File: src/core/dsc_pkg.sv
package dsc_pkg;
    // Serial frame shape.
    localparam int FRAME_BITS = 24;
    localparam int CMD_MSB    = 19;
    localparam int CMD_LSB    = 16;
    localparam int FIXED_BIT  = 20;
    localparam int VALUE_MSB  = 15;
    localparam int CNT_W      = 7;
    localparam logic [CNT_W-1:0] CNT_MAX = 7'h7f;

    // Command codes carried in the frame.
    localparam logic [3:0] CMD_WR_IN    = 4'h1;
    localparam logic [3:0] CMD_UPD      = 4'h2;
    localparam logic [3:0] CMD_WR_UPD   = 4'h3;
    localparam logic [3:0] CMD_WR_CTRL  = 4'h4;
    localparam logic [3:0] CMD_DATA_RST = 4'h7;
    localparam logic [3:0] CMD_CHAIN_OFF = 4'h9;
    localparam logic [3:0] CMD_RB_IN    = 4'ha;
    localparam logic [3:0] CMD_RB_DAC   = 4'hb;
    localparam logic [3:0] CMD_RB_CTRL  = 4'hc;
    localparam logic [3:0] CMD_FULL_RST = 4'hf;

    // Device control register layout.
    localparam int CTRL_W      = 11;
    localparam int CTRL_SHORT  = 12;
    localparam int CTRL_BROWN  = 11;
    localparam int CTRL_CV_MSB = 10;
    localparam int CTRL_CV_LSB = 9;
    localparam int CTRL_CUTOFF = 6;
    localparam int CTRL_PV_MSB = 4;
    localparam int CTRL_PV_LSB = 3;
    localparam logic [CTRL_W-1:0] CTRL_RST = 11'h000;

    // Controller register map, byte addresses.
    localparam logic [7:0] OFS_CTRL   = 8'h00;
    localparam logic [7:0] OFS_TX     = 8'h04;
    localparam logic [7:0] OFS_RX     = 8'h08;
    localparam logic [7:0] OFS_STATUS = 8'h0c;
    localparam logic [7:0] OFS_IRQ_ST = 8'h10;
    localparam logic [7:0] OFS_IRQ_MK = 8'h14;
    localparam int HC_START = 0;
    localparam int HC_LOAD  = 1;
    localparam int HC_CLEAR = 2;
    localparam int HC_RESET = 3;
    localparam int IRQ_DONE  = 0;
    localparam int IRQ_ALERT = 1;

    // Timing.
    localparam int CLK_NS       = 10;
    localparam int CLEAR_LOW_NS = 20;
    localparam int CLEAR_LOW_CYC = (CLEAR_LOW_NS + CLK_NS - 1) / CLK_NS;
    localparam int SCLK_HALF_CYC = 8;
endpackage

File: src/core/dsc_link_if.sv
`timescale 1ns/1ps
interface dsc_link_if;
    logic sclk;
    logic sync_n;
    logic serial_data_in;
    logic serial_data_out_o;
    logic serial_data_out_oe;
    logic serial_data_out;
    logic load_output_n;
    logic clear_n;
    logic reset_n;
    logic alert_n;

    // Undriven output reads low, as through a weak pull-down.
    assign serial_data_out = serial_data_out_oe & serial_data_out_o;

    modport host (output sclk, output sync_n, output serial_data_in, input serial_data_out,
                  output load_output_n, output clear_n, output reset_n, input alert_n);
    modport dev  (input sclk, input sync_n, input serial_data_in, output serial_data_out_o,
                  output serial_data_out_oe, input load_output_n, input clear_n, input reset_n,
                  output alert_n);
endinterface

File: src/core/dsc_dev.sv
// Decided for this implementation: the register addresses and the APB slave port.
`timescale 1ns/1ps
module dsc_dev
    import dsc_pkg::*;
#(
    parameter int DATA_W = 16
) (
    input  wire logic              clk_sys,
    input  wire logic              rst_b,
    dsc_link_if.dev                link,
    input  wire logic              short_circuit,
    input  wire logic              brownout,
    input  wire logic              overtemp,
    output logic      [DATA_W-1:0] dac_code,
    output logic                   output_clamped,
    output logic                   thermal_supply_cutoff
);
    import dsc_pkg::*;

    // Pin order: sclk, sync, data in, load, clear, reset, short, brownout, overtemp.
    logic [8:0] pin_q, pin_rise, pin_fall;

    dsc_sync #(.W(9), .INIT(9'h1b8)) u_sync (
        .clk_sys (clk_sys),
        .rst_b   (rst_b),
        .d       ({link.sclk, link.sync_n, link.serial_data_in, link.load_output_n, link.clear_n,
                   link.reset_n, short_circuit, brownout, overtemp}),
        .q       (pin_q),
        .rise    (pin_rise),
        .fall    (pin_fall)
    );

    logic sclk_rise, sclk_fall, sync_q, sync_rise, sync_fall, sdi_q;
    logic load_q, load_fall, clear_fall, reset_q, short_q, brown_q, ot_q;
    assign sclk_rise  = pin_rise[8];
    assign sclk_fall  = pin_fall[8];
    assign sync_q     = pin_q[7];
    assign sync_rise  = pin_rise[7];
    assign sync_fall  = pin_fall[7];
    assign sdi_q      = pin_q[6];
    assign load_q     = pin_q[5];
    assign load_fall  = pin_fall[5];
    assign clear_fall = pin_fall[4];
    assign reset_q    = pin_q[3];
    assign short_q    = pin_q[2];
    assign brown_q    = pin_q[1];
    assign ot_q       = pin_q[0];

    logic [FRAME_BITS-1:0] sr_r, sr_nxt;
    logic [CNT_W-1:0]      cnt_r, cnt_nxt;
    logic                  load_hi_r, load_hi_nxt;
    logic                  sdo_r, sdo_nxt, sdo_oe_r, sdo_oe_nxt;
    logic                  rb_pend_r, rb_pend_nxt;
    logic [3:0]            rb_cmd_r, rb_cmd_nxt;
    logic [DATA_W-1:0]     in_r, in_nxt, dac_r, dac_nxt;
    logic [CTRL_W-1:0]     ctrl_r, ctrl_nxt;
    logic                  short_r, short_nxt, brown_r, brown_nxt;
    logic                  cfg_r, cfg_nxt, chain_r, chain_nxt;
    logic                  off_r, off_nxt, alert_n_r, alert_n_nxt;

    // Scale code for a two-bit zero/mid/full selector.
    function automatic logic [DATA_W-1:0] scale_val(input logic [1:0] sel);
        logic [DATA_W-1:0] v;
        v = '0;
        if (sel == 2'h1) begin
            v[DATA_W-1] = 1'b1;
        end else if (sel[1]) begin
            v = '1;
        end
        return v;
    endfunction

    logic [DATA_W-1:0] frame_val;
    logic [3:0]        frame_cmd;
    logic              frame_ok;
    logic [15:0]       rb_val;
    logic [FRAME_BITS-1:0] rb_word;

    assign frame_val = sr_r[VALUE_MSB -: DATA_W];
    assign frame_cmd = sr_r[CMD_MSB:CMD_LSB];
    // A chained frame is accepted once at least one full word went past.
    assign frame_ok  = (cnt_r == CNT_W'(FRAME_BITS)) || (chain_r && cnt_r > CNT_W'(FRAME_BITS));

    // Readback word, value left aligned so the short variant reads like the long one.
    always_comb begin
        unique case (rb_cmd_r)
            CMD_RB_IN:  rb_val = 16'(in_r) << (16 - DATA_W);
            CMD_RB_DAC: rb_val = 16'(dac_r) << (16 - DATA_W);
            default:    rb_val = {3'h0, short_r, brown_r, ctrl_r};
        endcase
        rb_word = {4'h0, rb_cmd_r, rb_val};
    end

    // Whole device state: frame engine, command decode, pins and faults.
    always_comb begin
        sr_nxt      = sr_r;
        cnt_nxt     = cnt_r;
        load_hi_nxt = load_hi_r;
        sdo_nxt     = sdo_r;
        sdo_oe_nxt  = sdo_oe_r;
        rb_pend_nxt = rb_pend_r;
        rb_cmd_nxt  = rb_cmd_r;
        in_nxt      = in_r;
        dac_nxt     = dac_r;
        ctrl_nxt    = ctrl_r;
        short_nxt   = short_r;
        brown_nxt   = brown_r;
        cfg_nxt     = cfg_r;
        chain_nxt   = chain_r;
        off_nxt     = off_r;
        alert_n_nxt = cfg_r && !(short_r || brown_r || ot_q);

        if (sync_fall) begin
            cnt_nxt     = '0;
            load_hi_nxt = load_q;
            sdo_oe_nxt  = chain_r || rb_pend_r;
            if (rb_pend_r) begin
                sr_nxt      = rb_word;
                sdo_nxt     = rb_word[FRAME_BITS-1];
                rb_pend_nxt = 1'b0;
                if (rb_cmd_r == CMD_RB_CTRL) begin
                    short_nxt = 1'b0;
                    brown_nxt = 1'b0;
                end
            end else begin
                sdo_nxt = sr_r[FRAME_BITS-1];
            end
        end else if (!sync_q) begin
            if (load_q) begin
                load_hi_nxt = 1'b1;
            end
            if (sclk_fall) begin
                sr_nxt = {sr_r[FRAME_BITS-2:0], sdi_q};
                if (cnt_r != CNT_MAX) begin
                    cnt_nxt = cnt_r + CNT_W'(1);
                end
            end
            // The bit that falls off the top leads the falling edge by half a clock.
            if (sclk_rise && cnt_r != '0) begin
                sdo_nxt = sr_r[FRAME_BITS-1];
            end
        end

        if (sync_rise) begin
            sdo_oe_nxt = 1'b0;
            if (frame_ok) begin
                unique case (frame_cmd)
                    CMD_WR_IN: begin
                        in_nxt = frame_val;
                        if (!load_hi_r) begin
                            dac_nxt = frame_val;
                        end
                    end
                    CMD_UPD:    dac_nxt = in_r;
                    CMD_WR_UPD: begin
                        in_nxt  = frame_val;
                        dac_nxt = frame_val;
                    end
                    CMD_WR_CTRL: begin
                        ctrl_nxt = sr_r[CTRL_W-1:0];
                        cfg_nxt  = 1'b1;
                    end
                    CMD_DATA_RST: begin
                        in_nxt  = scale_val(ctrl_r[CTRL_PV_MSB:CTRL_PV_LSB]);
                        dac_nxt = scale_val(ctrl_r[CTRL_PV_MSB:CTRL_PV_LSB]);
                    end
                    CMD_CHAIN_OFF: chain_nxt = 1'b0;
                    CMD_RB_IN, CMD_RB_DAC, CMD_RB_CTRL: begin
                        rb_pend_nxt = 1'b1;
                        rb_cmd_nxt  = frame_cmd;
                    end
                    default: ;
                endcase
            end
        end

        // Asynchronous update acts only while the frame is closed; a load fall inside a frame is dropped.
        if (load_fall && sync_q) begin
            dac_nxt = in_r;
        end

        // Clear acts after the updates so it wins against a same-cycle update.
        if (clear_fall) begin
            dac_nxt = scale_val(ctrl_r[CTRL_CV_MSB:CTRL_CV_LSB]);
        end

        // Fault flags set after the readback clear above, so a new event is kept.
        if (short_q) begin
            short_nxt = 1'b1;
        end
        if (brown_q) begin
            brown_nxt = 1'b1;
        end
        if (ot_q && ctrl_r[CTRL_CUTOFF]) begin
            off_nxt = 1'b1;
        end

        // A dead supply ignores the link except that a control write still sets cfg_r; only a pin reset brings it back.
        if (off_r) begin
            sr_nxt      = sr_r;
            cnt_nxt     = cnt_r;
            sdo_oe_nxt  = 1'b0;
            rb_pend_nxt = rb_pend_r;
            in_nxt      = in_r;
            dac_nxt     = dac_r;
            ctrl_nxt    = ctrl_r;
            chain_nxt   = chain_r;
            alert_n_nxt = 1'b0;
        end

        if (!reset_q || (sync_rise && frame_ok && frame_cmd == CMD_FULL_RST && !off_r)) begin
            in_nxt      = '0;
            dac_nxt     = '0;
            ctrl_nxt    = CTRL_RST;
            short_nxt   = 1'b0;
            brown_nxt   = 1'b0;
            cfg_nxt     = 1'b0;
            chain_nxt   = 1'b1;
            rb_pend_nxt = 1'b0;
            alert_n_nxt = 1'b0;
            off_nxt     = !reset_q ? 1'b0 : off_r;
        end
    end

    always_ff @(posedge clk_sys) begin
        if (!rst_b) begin
            sr_r      <= '0;
            cnt_r     <= '0;
            load_hi_r <= 1'b0;
            sdo_r     <= 1'b0;
            sdo_oe_r  <= 1'b0;
            rb_pend_r <= 1'b0;
            rb_cmd_r  <= 4'h0;
            in_r      <= '0;
            dac_r     <= '0;
            ctrl_r    <= CTRL_RST;
            short_r   <= 1'b0;
            brown_r   <= 1'b0;
            cfg_r     <= 1'b0;
            chain_r   <= 1'b1;
            off_r     <= 1'b0;
            alert_n_r <= 1'b0;
        end else begin
            sr_r      <= sr_nxt;
            cnt_r     <= cnt_nxt;
            load_hi_r <= load_hi_nxt;
            sdo_r     <= sdo_nxt;
            sdo_oe_r  <= sdo_oe_nxt;
            rb_pend_r <= rb_pend_nxt;
            rb_cmd_r  <= rb_cmd_nxt;
            in_r      <= in_nxt;
            dac_r     <= dac_nxt;
            ctrl_r    <= ctrl_nxt;
            short_r   <= short_nxt;
            brown_r   <= brown_nxt;
            cfg_r     <= cfg_nxt;
            chain_r   <= chain_nxt;
            off_r     <= off_nxt;
            alert_n_r <= alert_n_nxt;
        end
    end

    assign link.serial_data_out_o  = sdo_r;
    assign link.serial_data_out_oe = sdo_oe_r;
    assign link.alert_n            = alert_n_r;
    assign dac_code                = dac_r;
    assign output_clamped          = !cfg_r;
    assign thermal_supply_cutoff   = off_r;
endmodule // dsc_dev

File: src/core/dsc_sync.sv
`timescale 1ns/1ps
module dsc_sync #(
    parameter int           W    = 1,
    parameter logic [W-1:0] INIT = '0
) (
    input  wire logic         clk_sys,
    input  wire logic         rst_b,
    input  wire logic [W-1:0] d,
    output logic      [W-1:0] q,
    output logic      [W-1:0] rise,
    output logic      [W-1:0] fall
);
    logic [W-1:0] meta_r, meta_nxt, q_r, q_nxt, prev_r, prev_nxt;

    // Only the second stage and its delayed copy feed the edge detectors.
    always_comb begin
        meta_nxt = d;
        q_nxt    = meta_r;
        prev_nxt = q_r;
    end

    always_ff @(posedge clk_sys) begin
        if (!rst_b) begin
            meta_r <= INIT;
            q_r    <= INIT;
            prev_r <= INIT;
        end else begin
            meta_r <= meta_nxt;
            q_r    <= q_nxt;
            prev_r <= prev_nxt;
        end
    end

    assign q    = q_r;
    assign rise = q_r & ~prev_r;
    assign fall = ~q_r & prev_r;
endmodule // dsc_sync

File: src/flat_wrapper.sv
// flat-port wrapper written by rule: the top's interface ports become plain ports
module dsc_dev_flat import dsc_pkg::*;
#(
    parameter int DATA_W = 16
)
  (clk_sys, rst_b, short_circuit, brownout, overtemp, dac_code, output_clamped, thermal_supply_cutoff, link_sclk, link_sync_n, link_serial_data_in, link_serial_data_out_o, link_serial_data_out_oe, link_load_output_n, link_clear_n, link_reset_n, link_alert_n);
  dsc_link_if link_i ();
  input  wire logic clk_sys;
  input  wire logic rst_b;
  input  wire logic short_circuit;
  input  wire logic brownout;
  input  wire logic overtemp;
  output logic      [DATA_W-1:0] dac_code;
  output logic output_clamped;
  output logic thermal_supply_cutoff;
  input wire logic [$bits(link_i.sclk)-1:0] link_sclk;
  input wire logic [$bits(link_i.sync_n)-1:0] link_sync_n;
  input wire logic [$bits(link_i.serial_data_in)-1:0] link_serial_data_in;
  output wire logic [$bits(link_i.serial_data_out_o)-1:0] link_serial_data_out_o;
  output wire logic [$bits(link_i.serial_data_out_oe)-1:0] link_serial_data_out_oe;
  input wire logic [$bits(link_i.load_output_n)-1:0] link_load_output_n;
  input wire logic [$bits(link_i.clear_n)-1:0] link_clear_n;
  input wire logic [$bits(link_i.reset_n)-1:0] link_reset_n;
  output wire logic [$bits(link_i.alert_n)-1:0] link_alert_n;
  assign link_i.sclk = link_sclk;
  assign link_i.sync_n = link_sync_n;
  assign link_i.serial_data_in = link_serial_data_in;
  assign link_serial_data_out_o = link_i.serial_data_out_o;
  assign link_serial_data_out_oe = link_i.serial_data_out_oe;
  assign link_i.load_output_n = link_load_output_n;
  assign link_i.clear_n = link_clear_n;
  assign link_i.reset_n = link_reset_n;
  assign link_alert_n = link_i.alert_n;
  dsc_dev #(.DATA_W(DATA_W)) u_core (.clk_sys(clk_sys), .rst_b(rst_b), .link(link_i), .short_circuit(short_circuit), .brownout(brownout), .overtemp(overtemp), .dac_code(dac_code), .output_clamped(output_clamped), .thermal_supply_cutoff(thermal_supply_cutoff));
endmodule
File: config.mk
export PLATFORM = sky130hd
export DESIGN_NAME = dsc_dev_flat
export DESIGN_NICKNAME = d
export VERILOG_FILES = /design/src/core/dsc_pkg.sv /design/src/core/dsc_link_if.sv /design/src/core/dsc_dev.sv /design/src/core/dsc_sync.sv /design/src/flat_wrapper.sv
export SDC_FILE = /design/constraint.sdc
export NUM_CORES = 1
export LEC_CHECK = 0
export ABC_AREA = 1
export BUFFER_PORTS_ARGS = -buffer_cell sky130_fd_sc_hd__clkbuf_2
export CORE_ASPECT_RATIO = 1.5
export CORE_MARGIN = 2
export CORE_UTILIZATION = 55
export DETAILED_ROUTE_END_ITERATION = 8
export PLACE_DENSITY = 0.73
export SKIP_LAST_GASP = 1
export SYNTH_ARGS = -nofsm -noshare
export SYNTH_HDL_FRONTEND = slang
export SYNTH_SLANG_ARGS = --single-unit
File: constraint.sdc
create_clock -name clk_sys -period 3.8 [get_ports clk_sys]
set_input_delay 0.38 -clock clk_sys [delete_from_list [all_inputs] [get_ports clk_sys]]
set_output_delay 0.38 -clock clk_sys [all_outputs]
set_load 0.05 [all_outputs]
==> run summary, run 1 <==
Status = completed
CP Class = reg2reg
Buffers on Ports = 31
CTS Root Cell = clkbuf_16
Critical Path RT = 4.01 ns
Final worst path period need = 2.31 ns
Initial DRT Pass Iterations = 5
GR Util met1 = 0.317
Met3 Track Usage GR = 0.0358
Dpl cell area = 5390 sq um
HPWL after DPL = 8380 um
Critical path startpoint category = flip-flop
Worst VDD drop = 0.248 mV
Syn Area/Cell = 6.70 sq um
Number of global-route vias before repair = 4,725
GR peak layer = met2
Routed Antenna Nets = 0
Hold crit path type = in2reg
Final WL = 13,400 um
Post-Syn Area = 5250 sq um
Vias = 5,052
Period utilization = 0.607
Reg area = 2200 sq um
H-tree levels = 3
Fmax = 0.434 GHz
Core area = 9250 sq um
Worst-Skew Late Latency = 0.36 ns
Initial Util = 0.567
N_diodes = 0
Post-synthesis register bit count = 110
Ys Warns = 0
RSZ-0062 raised after global routing = false
Area taken by multi-input logic gates = 2540 sq um
Filler cells = 859
Slew at the pin with the worst max-slew slack = 0.933 ns
Post-CTS Resized = 0
CTS buffer count = 9
Leak = 0.00253 uW
Post-synthesis sequential area ratio = 0.419
DRT iter0 DRCs = 554
Slew Limit Fails = 0
IO Pins = 32
Syn-to-layout area delta = 8.17%
Clock skew = 0.00782 ns
Share of cells above drive strength 1 = 0.109
Vias per cell = 5.54
Initial antenna violation count = 0
Sink Count = 110
Die width = 83.8 um
Design area = 5680 sq um
Vert. Die Dim = 124 um
GR Util met2 = 0.494
Syn Nets = 797
Mapped Cells = 784
Nets = 808
Total die area = 10,400 sq um
CTS Buffer Depth = 2
Setup crit end kind = flip-flop
Clock-pin slew on the worst setup and hold paths = 0.08 ns
Max_slew headroom = 0.376
# DRC = 0
Worst-path fanout max = 32
Synth unique cells = 32
Post-DR wirelength/cell = 14.7 um
Overall Global Routing Usage = 0.272
Max-Cap Viols = 0
GR Overflow Total = 0
FP Rows = 43
First-pass GRT wire length = 22,500 um
Crit path DAT = 2.52 ns
Fin worst setup slack = 1.49 ns
Routability cong. = 0.907
Fin Setup TNS = 0 ns
Final Hold Vio Count = 0
DP Worst Slack = 1.49 ns
# Post-CTS Setup Buffers = 0
CTS tree = built
Post-CTS Hold Buffers = 0
Final setup viols = 0
Pin count of the biggest net entering global routing = 44
Fin Hold WS = 0.198 ns
Pwr per Cell Area = 396 nW/um^2
## synthesized netlist by cell type
library cell  instances  share of area
o21ai_0              73          0.070
inv_1                73          0.052
nand2_2               3         0.0036
xor2_1                1         0.0017
nor2_4                3         0.0064
inv_2                 5         0.0036
nor3_2                1         0.0019
dfxtp_1             110           0.42
nand3_1              59          0.056
buf_1                 2         0.0014
o21ai_1               6         0.0057
a21oi_2               1         0.0017
o21a_1                1         0.0014
a311oi_1              1         0.0017
nor2_2                1         0.0012
a21oi_1              79          0.075
buf_6                 3         0.0064
nand2_4               3         0.0064
o22ai_1               2         0.0024
nand3_2               2         0.0038
buf_2                10         0.0095
nand4_1               2         0.0024
a21oi_4               2         0.0062
nor3_1                5         0.0048
clkbuf_1             16          0.011
nor2_1              112          0.080
inv_4                 1         0.0012
nand2_1             186           0.13
buf_4                 7          0.010
or2_2                11          0.013
ha_1                  2         0.0048
o21bai_1              1         0.0014
## power by group
part | total [uW] | switching [uW] | internal, uW | leakage (uW)
sequential | 1180 | 10.6 | 1170 | 0.000892
clock | 925 | 464 | 461 | 0.000144
combinational | 145 | 103 | 41.7 | 0.00149
## metrics by stage
stage,util,std cells,power [uW]
after global routing,0.614,912,2330
final,0.614,912,2250
after CTS,0.614,912,2260
after global placement,0.583,896,1350
after detailed placement,0.583,896,1350
after floorplan,-,784,1320
## worst max-delay path: stages (launching register included)
cell and delay, ns:
dfxtp_1 0.36, inv_1 0.12, ha_1 0.15, inv_1 0.03
nor2_1 0.11, nand2_1 0.09, nand2_1 0.09, nand2_1 0.09
nor2_1 0.22, a21oi_4 0.07, buf_4 0.22, inv_2 0.49
a21oi_1 0.11
## per-layer routing
metal	part of all wire	vias up
met5	0	-
met4	0.023	0
met3	0.054	23
met2	0.51	176
met1	0.41	2321
li1	-	2532
## final cells by class
class | count | area share
flip-flops and latches | 110 | 0.388
repair buffers | 38 | 0.0366
clock inverters | 7 | 0.0106
clock buffers | 9 | 0.0397
inverters | 79 | 0.0527
well taps | 112 | 0.0247
multi-input cells | 557 | 0.448
## placed cells by master, fill, tap and decap left out, types with 6 or more instances in the layout
master / instances
a21oi_1: 79
buf_4: 7
clkbuf_16: 9
clkbuf_2: 31
dfxtp_1: 110
inv_1: 73
nand2_1: 186
nand3_1: 59
nor2_1: 112
o21ai_0: 73
o21ai_1: 6
or2_2: 11
## worst paths after layout
kind                                               from                 endpoint  slack, ns  cells past startpoint
worst max-delay path                    u_core.cnt_r[0]           u_core.in_r[4]       1.49                     12
worst min-delay path                           overtemp  u_core.u_sync.meta_r[0]       0.20                      3
worst max register to register          u_core.cnt_r[0]           u_core.in_r[4]       1.49                     12
worst min register to register  u_core.u_sync.meta_r[3]       u_core.u_sync.q[3]       0.41                      1
## flip-flops by register name (all words and copies together) (netlist names)
register / count
u_core.brown_r: 1
u_core.cfg_r: 1
u_core.chain_r: 1
u_core.cnt_r: 7
u_core.ctrl_r: 11
u_core.dac_code: 16
u_core.in_r: 16
u_core.link.alert_n: 1
u_core.link.serial_data_out_o: 1
u_core.link.serial_data_out_oe: 1
u_core.load_hi_r: 1
u_core.rb_cmd_r: 4
u_core.rb_pend_r: 1
u_core.short_r: 1
u_core.sr_r: 24
u_core.thermal_supply_cutoff: 1
u_core.u_sync.meta_r: 9
u_core.u_sync.prev_r: 4
u_core.u_sync.q: 9
## kinds of logic (layout without fill, tap and decap cells)
group | Yosys count | after routing | share of synthesized area
AND/OR/NAND/NOR | 388 | 388 | 0.313
adder cells (fa/ha/maj) | 2 | 2 | 0.00477
AO/OA/AOI/OAI | 166 | 166 | 0.165
XOR/XNOR | 1 | 1 | 0.00167
buffers and inverters | 117 | 133 | 0.0958
flip-flops | 110 | 110 | 0.419
(Power assumes the default switching activity.)
==> run 2, diff against run 1 <==
--- a/config.mk
+++ b/config.mk
@@ -5,7 +5,7 @@
 export SDC_FILE = /design/constraint.sdc
 export NUM_CORES = 1
 export LEC_CHECK = 0
-export ABC_AREA = 1
+export ABC_AREA = 0
 export BUFFER_PORTS_ARGS = -buffer_cell sky130_fd_sc_hd__clkbuf_2
 export CORE_ASPECT_RATIO = 1.5
 export CORE_MARGIN = 2
==> constraint.sdc (replaced) <==
create_clock -name clk_sys -period 2.15 [get_ports clk_sys]
set_input_delay 0.215 -clock clk_sys [delete_from_list [all_inputs] [get_ports clk_sys]]
set_output_delay 0.215 -clock clk_sys [all_outputs]
set_load 0.05 [all_outputs]
==> run 2 against run 1 <==
Net effect: cell count decreased by 19%; routed wire length increased by 1.4%; critical path depth decreased by 4; flip-flop and latch count unchanged; clock power increased by 95%; via count decreased by 8.2%; core utilization increased by 2.3 points; die area decreased by 0.84%; sequential power increased by 77%.
==> run summary, run 2 <==
Dpl cell area = 5550 sq um
Max-Cap Viols = 0
Max_slew headroom = 0.647
Slowest cell on the critical path = o311ai_4
Worst-Skew Late Latency = 0.35 ns
Main flop type after synthesis = dfxtp_1
CP peak stage delay = 0.36 ns
Post-CTS Hold Buffers = 0
Area leader, netlist = dfxtp_1
Post-DR wirelength/cell = 18.4 um
Syn-to-layout area delta = 13.2%
Routed Antenna Nets = 0
Leak = 0.00222 uW
Fmax = 0.498 GHz
Syn Area/Cell = 8.62 sq um
Largest Register = u_core.sr_r
Worst-path fanout max = 15
Hold crit path type = in2reg
Final Hold Vio Count = 0
Slew Limit Fails = 0
Final total power = 4110 uW
Final setup viols = 0
# DRC = 0
DRT iter0 DRCs = 297
Post-Syn Area = 5200 sq um
Syn Nets = 617
CTS Buffer Depth = 2
Area share of the largest cell type after synthesis = 0.423
Nets = 637
Commonest cells post-synth = dfxtp_1 (110), nor2_1 (68), nand2_1 (64), a21oi_1 (48), clkbuf_1 (36)
Vias = 4,640
Critical path startpoint category = flip-flop
R2R Setup Slk = 0.14 ns
Filler cells = 811
Initial antenna violation count = 0
Routability cong. = 0.901
Total die area = 10,300 sq um
Design area = 5890 sq um
Post-synth ARST share = 0
Clock skew = 0.00534 ns
Crit path cell chain = inv_1 -> ha_1 -> nor4b_4 -> o211ai_4 -> o311ai_4 -> nor2_2 -> buf_4 -> a22o_1
RSZ-0062 raised after global routing = false
HPWL after DPL = 9210 um
Share of cells above drive strength 1 = 0.138
Final WL = 13,600 um
Critical Path RT = 2.39 ns
Core area = 9250 sq um
# Post-CTS Setup Buffers = 0
Vias per cell = 6.26
Worst-case reg-to-reg path depth = 8
Final worst path period need = 2.01 ns
Post-synthesis sequential area ratio = 0.423
Most numerous cell in the Yosys netlist = dfxtp_1
Worst Hold Depth = 2
Worst VDD drop = 0.490 mV
Mapped Cells = 604
Buffers on Ports = 31
Sink Count = 110
Most frequent cells in the layout = dfxtp_1 (110), nor2_1 (68), nand2_1 (64), a21oi_1 (48), mux2i_1 (33)
Initial Util = 0.562
Pwr per Cell Area = 698 nW/um^2
Post-synthesis register bit count = 110
Commonest non-fill, non-tap cell in the layout = dfxtp_1
Crit path DAT = 2.24 ns
Setup crit end kind = flip-flop
Synth area leaders = dfxtp_1 (42%), mux2i_1 (6.3%), nor2_1 (4.9%), a21oi_1 (4.6%), nand2_1 (4.6%)
CTS tree = built
Number of global-route vias before repair = 4,371
Die width = 83.4 um
IO Pins = 32
EDFF count, synth = 0
H-tree levels = 3
GR Overflow Total = 0
Ys Warns = 0
CP Class = reg2reg
First-pass GRT wire length = 22,000 um
Clock-pin slew on the worst setup and hold paths = 0.07 ns
Fin Setup TNS = 0 ns
Pin count of the biggest net entering global routing = 49
Initial DRT Pass Iterations = 5
Period utilization = 0.933
FP Rows = 43
Status = completed
Slew at the pin with the worst max-slew slack = 0.528 ns
N_diodes = 0
Overall Global Routing Usage = 0.267
Largest register FFs = 24
Synth unique cells = 55
CTS buffer count = 9
CTS Root Cell = clkbuf_16
Vert. Die Dim = 123 um
-- run 2: power by group --
group / switching (uW) / internal (uW) / total (uW)
Combinational: 149 / 75.3 / 224
Sequential: 22.0 / 2070 / 2090
Clock: 745 / 1060 / 1800
-- run 2: per-stage QoR --
step	setup WS (ns)	utilization	hold slack, ns	cells
2_1_floorplan	0.240	-	0.316	604
3_3_place_gp	0.143	0.600	0.396	725
3_5_place_dp	0.123	0.600	0.400	725
4_1_cts	0.0751	0.635	0.0447	741
5_1_grt	0.0161	0.636	0.0507	741
6_report	0.144	0.636	0.0488	741
-- run 2: layer usage --
metal | global-route usage | routed length [um] | up-vias
met4 | 0.128 | 490 | 0
met1 | 0.307 | 5370 | 2250
met2 | 0.480 | 7040 | 158
met3 | 0.0507 | 710 | 31
met5 | 0 | 0 | -
li1 | - | - | 2201
-- run 2: cell type report --
class | instances | area (sq um) | share of cell area
Multi-Input combinational cell | 433 | 2780 | 0.472
Sequential cell | 110 | 2200 | 0.374
Clock buffer | 11 | 243 | 0.0412
Clock inverter | 5 | 81.3 | 0.0138
Tap cell | 112 | 140 | 0.0238
Inverter | 9 | 33.8 | 0.00574
Timing Repair Buffer | 61 | 409 | 0.0695
-- run 2: path summary, 6_finish.rpt --
path,startpoint,to
hold / removal,link_sclk,u_core.u_sync.meta_r[8]
hold reg to reg,u_core.u_sync.meta_r[3],u_core.u_sync.q[3]
setup / recovery,u_core.cnt_r[0],u_core.dac_code[15]
setup reg to reg,u_core.cnt_r[0],u_core.dac_code[15]
-- run 2: repair_timing --
action / CTS / global route
resized for setup: 0 / 3
endpoints found under the hold margin: 0 / 0
endpoints found under the setup margin: 0 / 12
-- run 2: worst max-delay path, delay by kind of cell, from the launching register on --
kind / cells / cell delay, ns
flip-flops: 1 / 0.34
AO/OA/AOI/OAI: 3 / 0.80
adder cells (fa/ha/maj): 1 / 0.14
buffers and inverters: 2 / 0.28
AND/OR/NAND/NOR: 2 / 0.34
-- run 2: cells by family after synthesis --
kind of cell | Yosys count | synth area share
XOR/XNOR | 3 | 0.00505
adder cells (fa/ha/maj) | 2 | 0.00481
flip-flops | 110 | 0.423
multiplexers | 33 | 0.0635
AND/OR/NAND/NOR | 220 | 0.210
buffers and inverters | 61 | 0.0483
AO/OA/AOI/OAI | 175 | 0.245
